$ cat config.mk
export PLATFORM = sky130hd
export DESIGN_NAME = mii_port
export DESIGN_NICKNAME = d
export VERILOG_FILES = /design/src/pkg/mii_port_pkg.sv /design/src/hw/mii_port.sv
export VERILOG_INCLUDE_DIRS = /design/src /design/src/pkg
export SDC_FILE = /design/constraint.sdc
export NUM_CORES = 1
export LEC_CHECK = 0
export BUFFER_PORTS_ARGS = -buffer_cell sky130_fd_sc_hd__buf_2
export CAP_MARGIN = 25
export CORE_MARGIN = 8
export CORE_UTILIZATION = 50
export DETAILED_ROUTE_END_ITERATION = 7
export PLACE_DENSITY = 0.73
export SETUP_SLACK_MARGIN = 0.2
export SYNTH_ARGS = -nofsm -noshare
export SYNTH_HDL_FRONTEND = slang
export SYNTH_SLANG_ARGS = --single-unit
$ cat constraint.sdc
create_clock -name i_clk_sys -period 2.8 [get_ports i_clk_sys]
set_clock_uncertainty 0.15 [all_clocks]
set_input_delay 0.14 -clock i_clk_sys [delete_from_list [all_inputs] [get_ports i_clk_sys]]
set_output_delay 0.14 -clock i_clk_sys [all_outputs]
set_load 0.02 [all_outputs]
$ cat src/pkg/mii_port_defs.svh
// Constants for the MII port block
`ifndef MII_PORT_DEFS_SVH
`define MII_PORT_DEFS_SVH
`define SYS_PERIOD_NS     25
`define MDC_HALF_NS       200
`define MDC_HALF_CYC      ((`MDC_HALF_NS + `SYS_PERIOD_NS - 1) / `SYS_PERIOD_NS)
`define MGMT_PRE_BITS     32
`define MGMT_FRAME_BITS   32
`define MGMT_TA_BIT       14
`define MGMT_DATA_BIT     16
`define SYNC_W            11
`define SYNC_RX_CLK       0
`define SYNC_RXD_LSB      1
`define SYNC_RX_VALID     5
`define SYNC_RX_ERR       6
`define SYNC_TX_CLK       7
`define SYNC_CRS          8
`define SYNC_CLSN         9
`define SYNC_MDIO         10
`endif

$ cat src/pkg/mii_port_pkg.sv
// Types for the MII port block
package mii_port_pkg;
	typedef struct packed {
		logic       valid;
		logic [3:0] data;
	} nibble_s;
	typedef struct packed {
		logic        crc_err;
		logic [15:0] nibble_count;
	} rx_descriptor_status_word_s;
	typedef struct packed {
		logic        start;
		logic        read;
		logic [31:0] frame;
	} mgmt_cmd_s;
	typedef enum logic [1:0] {
		M_IDLE,
		M_PRE,
		M_FRAME
	} mgmt_state_e;
endpackage

$ cat src/hw/mii_port.sv
// MAC-side MII port: receive, transmit, status sync and management
`timescale 1ns/1ps
`include "mii_port_defs.svh"
module mii_port
	import mii_port_pkg::*;
(
	input  wire logic                                    i_clk_sys,
	input  wire logic                                    i_rst,
	input  wire logic                                    i_rx_clk,
	input  wire logic [3:0]                              i_rxd,
	input  wire logic                                    i_rx_valid_in,
	input  wire logic                                    i_rx_err,
	input  wire logic                                    i_crs,
	input  wire logic                                    i_clsn,
	input  wire logic                                    i_tx_clk,
	output logic [3:0]                                   o_txd,
	output logic                                         o_tx_en,
	output logic                                         o_mdc,
	input  wire logic                                    i_mdio,
	output logic                                         o_mdio,
	output logic                                         o_mdio_oe,
	output logic                                         o_port_mii,
	input  wire logic                                    i_port_sel_mii,
	output mii_port_pkg::nibble_s                        o_rx_nibble,
	output logic                                         o_rx_end,
	output mii_port_pkg::rx_descriptor_status_word_s     o_rx_status,
	input  wire mii_port_pkg::nibble_s                   i_tx_nibble,
	output logic                                         o_tx_ready,
	output logic                                         o_crs,
	output logic                                         o_clsn,
	input  wire mii_port_pkg::mgmt_cmd_s                 i_mgmt_cmd,
	output logic                                         o_mgmt_busy,
	output logic                                         o_mgmt_done,
	output logic [15:0]                                  o_mgmt_rdata
);
	import mii_port_pkg::*;

	// Two-flop synchronisers for the PHY-side pin inputs; i_port_sel_mii is registered only once
	logic [`SYNC_W-1:0] sync1_r, sync2_r, sync_d, sync1_nxt, sync2_nxt;
	logic               rx_clk_prev_r, rx_clk_prev_nxt, tx_clk_prev_r, tx_clk_prev_nxt;
	logic               rx_rise, tx_rise;

	assign sync_d = {i_mdio, i_clsn, i_crs, i_tx_clk, i_rx_err, i_rx_valid_in, i_rxd, i_rx_clk};

	always_comb begin
		sync1_nxt       = sync_d;
		sync2_nxt       = sync1_r;
		rx_clk_prev_nxt = sync2_r[`SYNC_RX_CLK];
		tx_clk_prev_nxt = sync2_r[`SYNC_TX_CLK];
		if (i_rst) begin
			sync1_nxt       = '0;
			sync2_nxt       = '0;
			rx_clk_prev_nxt = 1'b0;
			tx_clk_prev_nxt = 1'b0;
		end
	end

	always_ff @(posedge i_clk_sys) begin
		sync1_r       <= sync1_nxt;
		sync2_r       <= sync2_nxt;
		rx_clk_prev_r <= rx_clk_prev_nxt;
		tx_clk_prev_r <= tx_clk_prev_nxt;
	end

	assign rx_rise = sync2_r[`SYNC_RX_CLK] & ~rx_clk_prev_r;
	assign tx_rise = sync2_r[`SYNC_TX_CLK] & ~tx_clk_prev_r;
	assign o_crs   = sync2_r[`SYNC_CRS];
	assign o_clsn  = sync2_r[`SYNC_CLSN];

	// Receive path
	nibble_s                    rx_nib_r, rx_nib_nxt;
	logic                       in_pkt_r, in_pkt_nxt, rx_end_r, rx_end_nxt;
	rx_descriptor_status_word_s acc_r, acc_nxt, stat_r, stat_nxt;
	logic                       dv_s, err_s;

	assign dv_s = sync2_r[`SYNC_RX_VALID];
	assign err_s = sync2_r[`SYNC_RX_ERR];

	always_comb begin
		rx_nib_nxt       = rx_nib_r;
		rx_nib_nxt.valid = 1'b0;
		in_pkt_nxt       = in_pkt_r;
		rx_end_nxt       = 1'b0;
		acc_nxt          = acc_r;
		stat_nxt         = stat_r;
		if (rx_rise) begin
			if (dv_s) begin
				rx_nib_nxt.valid = 1'b1;
				rx_nib_nxt.data  = sync2_r[`SYNC_RXD_LSB +: 4];
				in_pkt_nxt       = 1'b1;
				acc_nxt.nibble_count = in_pkt_r ? acc_r.nibble_count + 16'h0001 : 16'h0001;
				acc_nxt.crc_err      = (in_pkt_r & acc_r.crc_err) | err_s;
			end else if (in_pkt_r) begin
				in_pkt_nxt = 1'b0;
				rx_end_nxt = 1'b1;
				stat_nxt   = acc_r;
			end
		end
		if (i_rst) begin
			rx_nib_nxt = '0;
			in_pkt_nxt = 1'b0;
			rx_end_nxt = 1'b0;
			acc_nxt    = '0;
			stat_nxt   = '0;
		end
	end

	always_ff @(posedge i_clk_sys) begin
		rx_nib_r <= rx_nib_nxt;
		in_pkt_r <= in_pkt_nxt;
		rx_end_r <= rx_end_nxt;
		acc_r    <= acc_nxt;
		stat_r   <= stat_nxt;
	end

	assign o_rx_nibble = rx_nib_r;
	assign o_rx_end    = rx_end_r;
	assign o_rx_status = stat_r;

	// Transmit path and port select
	logic [3:0] txd_r, txd_nxt;
	logic       tx_en_r, tx_en_nxt, port_r, port_nxt;

	assign o_tx_ready = tx_rise;

	always_comb begin
		txd_nxt   = txd_r;
		tx_en_nxt = tx_en_r;
		port_nxt  = i_port_sel_mii;
		if (tx_rise) begin
			tx_en_nxt = i_tx_nibble.valid;
			txd_nxt   = i_tx_nibble.valid ? i_tx_nibble.data : 4'h0;
		end
		if (i_rst) begin
			txd_nxt   = 4'h0;
			tx_en_nxt = 1'b0;
			port_nxt  = 1'b0;
		end
	end

	always_ff @(posedge i_clk_sys) begin
		txd_r   <= txd_nxt;
		tx_en_r <= tx_en_nxt;
		port_r  <= port_nxt;
	end

	assign o_txd      = txd_r;
	assign o_tx_en    = tx_en_r;
	assign o_port_mii = port_r;

	// Management interface
	mgmt_state_e st_r, st_nxt;
	logic [7:0]  div_r, div_nxt;
	logic [5:0]  bit_r, bit_nxt;
	logic [31:0] sh_r, sh_nxt;
	logic [15:0] rd_r, rd_nxt;
	logic        mdc_r, mdc_nxt, rd_op_r, rd_op_nxt, done_r, done_nxt, tog;

	assign tog = (div_r == 8'(`MDC_HALF_CYC - 1));

	always_comb begin
		st_nxt    = st_r;
		div_nxt   = 8'h00;
		bit_nxt   = bit_r;
		sh_nxt    = sh_r;
		rd_nxt    = rd_r;
		mdc_nxt   = mdc_r;
		rd_op_nxt = rd_op_r;
		done_nxt  = 1'b0;
		unique case (st_r)
			M_IDLE: begin
				mdc_nxt = 1'b0;
				if (i_mgmt_cmd.start) begin
					st_nxt    = M_PRE;
					sh_nxt    = i_mgmt_cmd.frame;
					rd_op_nxt = i_mgmt_cmd.read;
					bit_nxt   = 6'h00;
				end
			end
			M_PRE, M_FRAME: begin
				div_nxt = tog ? 8'h00 : div_r + 8'h01;
				if (tog) begin
					mdc_nxt = ~mdc_r;
					if (!mdc_r && st_r == M_FRAME && rd_op_r && bit_r >= 6'(`MGMT_DATA_BIT)) begin
						rd_nxt = {rd_r[14:0], sync2_r[`SYNC_MDIO]};
					end
					if (mdc_r) begin
						bit_nxt = bit_r + 6'h01;
						if (st_r == M_FRAME) begin
							sh_nxt = {sh_r[30:0], 1'b0};
						end
						if (bit_r == 6'(`MGMT_PRE_BITS - 1) && st_r == M_PRE) begin
							st_nxt  = M_FRAME;
							bit_nxt = 6'h00;
						end else if (bit_r == 6'(`MGMT_FRAME_BITS - 1)) begin
							st_nxt   = M_IDLE;
							done_nxt = 1'b1;
						end
					end
				end
			end
		endcase
		if (i_rst) begin
			st_nxt    = M_IDLE;
			div_nxt   = 8'h00;
			bit_nxt   = 6'h00;
			sh_nxt    = 32'h0000_0000;
			rd_nxt    = 16'h0000;
			mdc_nxt   = 1'b0;
			rd_op_nxt = 1'b0;
			done_nxt  = 1'b0;
		end
	end

	always_ff @(posedge i_clk_sys) begin
		st_r    <= st_nxt;
		div_r   <= div_nxt;
		bit_r   <= bit_nxt;
		sh_r    <= sh_nxt;
		rd_r    <= rd_nxt;
		mdc_r   <= mdc_nxt;
		rd_op_r <= rd_op_nxt;
		done_r  <= done_nxt;
	end

	assign o_mdc        = mdc_r;
	assign o_mdio       = (st_r == M_PRE) ? 1'b1 : sh_r[31];
	assign o_mdio_oe    = (st_r == M_PRE) || (st_r == M_FRAME && !(rd_op_r && bit_r >= 6'(`MGMT_TA_BIT)));
	assign o_mgmt_busy  = (st_r != M_IDLE);
	assign o_mgmt_done  = done_r;
	assign o_mgmt_rdata = rd_r;
endmodule

==> metrics.md <==
| Metric | Value |
|---|---|
| Status | `complete, no violations` |
| 1st-pass router iterations | `6` |
| Worst r2r dst | `sh_r[21]` |
| Commonest non-fill, non-tap cell in the layout | `dfxtp_1` |
| Sequential area share after synthesis | `0.482` |
| Maximum VDD drop | `0.456 mV` |
| CTS tree | `yes` |
| Synth top area share | `0.482` |
| First-pass GRT wire length | `22,700 um` |
| Final Cycle Share | `0.810` |
| Via density per instance | `5.44` |
| Most frequent cells in the layout | `138 x dfxtp_1, 104 x buf_2, 91 x a21oi_1` |
| Initial antenna violation count | `1` |
| Avg WL per Cell | `15.2 um` |
| Share of cells above drive strength 1 | `0.248` |
| Final number of hold-violating endpoints | `0` |
| Post-DP Area | `0.00630 mm^2` |
| Clk sinks | `138` |
| P_leak | `2.91 nW` |
| Critical path class | `reg2reg` |
| RD Place Congestion | `0.790` |
| Post-synth EDFFs | `0` |
| Final setup viols | `0` |
| Area leader, netlist | `dfxtp_1` |
| RSZ-0062 raised after global routing | `no` |
| Minimum clock period | `2.27 ns` |
| Hold_ws | `0.0140 ns` |
| Most used DFF post-synth | `dfxtp_1` |
| CTS HTree Levels | `4` |
| Fillcell total | `928` |
| Detailed placement HPWL | `8750 um` |
| CORE AREA | `0.0113 mm^2` |
| CTS root buf | `clkbuf_16` |
| Pre-CTS setup slack | `0.547 ns` |
| Mean Syn Cell Area | `9.44 um^2` |
| Area of the mapped netlist | `0.00573 mm^2` |
| Synth Register Bits | `138` |
| Total track usage | `0.184` |
| IO buf count | `105` |
| Worst skew pair latency | `0.41 ns` |
| Worst Setup EP | `sh_r[21]` |
| Num CTS Buffers | `17` |
| Max cap viols | `0` |
| Die W | `123 um` |
| Worst EP arrival | `2.38 ns` |
| Max clock buf depth | `2` |
| Largest net degree at the start of global routing | `59` |
| Via count | `5,003` |
| Area grow syn2layout | `30.6%` |
| Design Area, Final | `0.00748 mm^2` |
| Slew @ Worst Pin | `0.724 ns` |
| R2r setup slk | `0.53 ns` |
| Setup TNS | `0 ns` |
| Syn nets | `666` |
| Rows | `39` |
| Cells after synthesis | `607` |
| Pwr/cell area | `656 mW/mm^2` |
| Max-slew violation count | `0` |
| R2r startpoint | `div_r[3]` |
| Post-DRT Antenna Nets | `0` |
| Initial DRC count | `377` |
| Final wirelength | `14,000 um` |
| Unique masters post-synth | `53` |
| Die area | `0.0151 mm^2` |
| Ports | `106` |
| Ys async rst share | `0` |
| Setup crit start kind | `flop` |
| Worst path required time | `2.91 ns` |
| Total power | `4.91 mW` |
| Crit. End Element | `flop` |
| Worst R2R Path Depth | `5` |
| Die Y | `123 um` |
| HP Class | `in2reg` |
| Remaining DRCs | `0` |
| Final setup margin | `0.531 ns` |
| Top cells by area, synth | `dfxtp_1 48%, a21oi_1 7.9%, a211oi_2 6.3%` |
| Final net count | `821` |
| Vias in the first global route | `4,905` |
| Initial Utilization | `0.506` |
| Global route total overflow | `0` |
| Max Freq | `0.441 GHz` |
| Reg clk slew, reported paths | `0.06 ns` |
| Slew margin rel. | `0.517` |
| Crit path launch | `div_r[3]` |
| Critical Path Fanout Max | `31` |
| Synthesis warning total | `0` |
==> registers in the layout (all words and copies together) (netlist names), 2 cells and up <==
| register | cells |
|---|---|
| div_r | 8 |
| acc_r | 17 |
| o_rx_nibble | 5 |
| st_r | 2 |
| o_mgmt_rdata | 16 |
| sync1_r | 11 |
| sync2_r | 11 |
| bit_r | 6 |
| o_txd | 4 |
| o_rx_status | 17 |
| sh_r | 32 |
==> final cells by class <==
type	count	area (um^2)	share of cell area
inverters	12	45.0	0.00602
repair buffers	173	1180	0.157
multi-input cells	420	2700	0.360
clock inverters	12	164	0.0219
well taps	143	179	0.0239
flip-flops and latches	138	2760	0.369
clock buffers	20	457	0.0610
diodes	1	2.50	0.000334
==> metal layers <==
metal,vias up,global-route usage,part of all wire
li1,2460,-,-
met1,2362,0.211,0.42
met2,147,0.310,0.49
met3,34,0.0507,0.057
met4,0,0.0963,0.024
met5,-,0,0
==> critical path: stages (launching register included) <==
cell	delay (ns)
dfxtp_1	0.36
or4_4	0.57
o31a_2	0.37
nor2_4	0.07
buf_4	0.43
a211oi_2	0.14
==> worst min-delay path by stage <==
stage               slack, ns  cells past startpoint    endpoint           start
finish                   0.01                      3    sh_r[17]  i_mgmt_cmd[17]
global route            0.004                      3    sh_r[17]  i_mgmt_cmd[17]
CTS                     0.005                      3    sh_r[17]  i_mgmt_cmd[17]
detailed placement       0.21                      2  o_port_mii  i_port_sel_mii
global placement         0.20                      2  sync1_r[3]        i_rxd[2]
floorplan                0.12                      1  o_port_mii  i_port_sel_mii
==> timing repair <==
| action | in CTS | in global routing |
|---|---|---|
| endpoints found under the hold margin | 51 | 0 |
| hold buffers | 56 | 0 |
| buffers inserted | 0 | 0 |
| gates resized for setup | 0 | 0 |
==> cell usage after synthesis, types with 7 or more instances <==
master / instances
dfxtp_1: 138
a21oi_1: 91
nand2_1: 66
nand3_1: 33
mux2i_1: 31
a211oi_2: 29
nor2b_1: 28
o21ai_0: 24
clkbuf_1: 21
nor2_1: 21
inv_1: 12
buf_6: 7
xnor2_1: 7
==> cell families after synthesis <==
logic type | Yosys count | synth area share
and+or+nand+nor | 201 | 0.182
AOI/OAI and AO/OA | 169 | 0.201
DFF | 138 | 0.482
buffers and inverters | 49 | 0.0476
muxes | 31 | 0.0542
xor gates and xnor gates | 13 | 0.0199
adders and majority gates | 6 | 0.0131
==> stage by stage <==
stage,cells,utilization
floorplan,607,-
global placement,830,0.557
detailed placement,830,0.557
CTS,918,0.661
global route,919,0.661
finish,919,0.661
==> where the power goes <==
| group | internal, mW | switching, mW | total, mW |
|---|---|---|---|
| registers | 2.04 | 0.0403 | 2.09 |
| clock network | 1.46 | 0.853 | 2.31 |
| logic | 0.232 | 0.280 | 0.512 |
| total | 3.74 | 1.17 | 4.91 |
No activity file was read; power rests on OpenSTA's default activity.
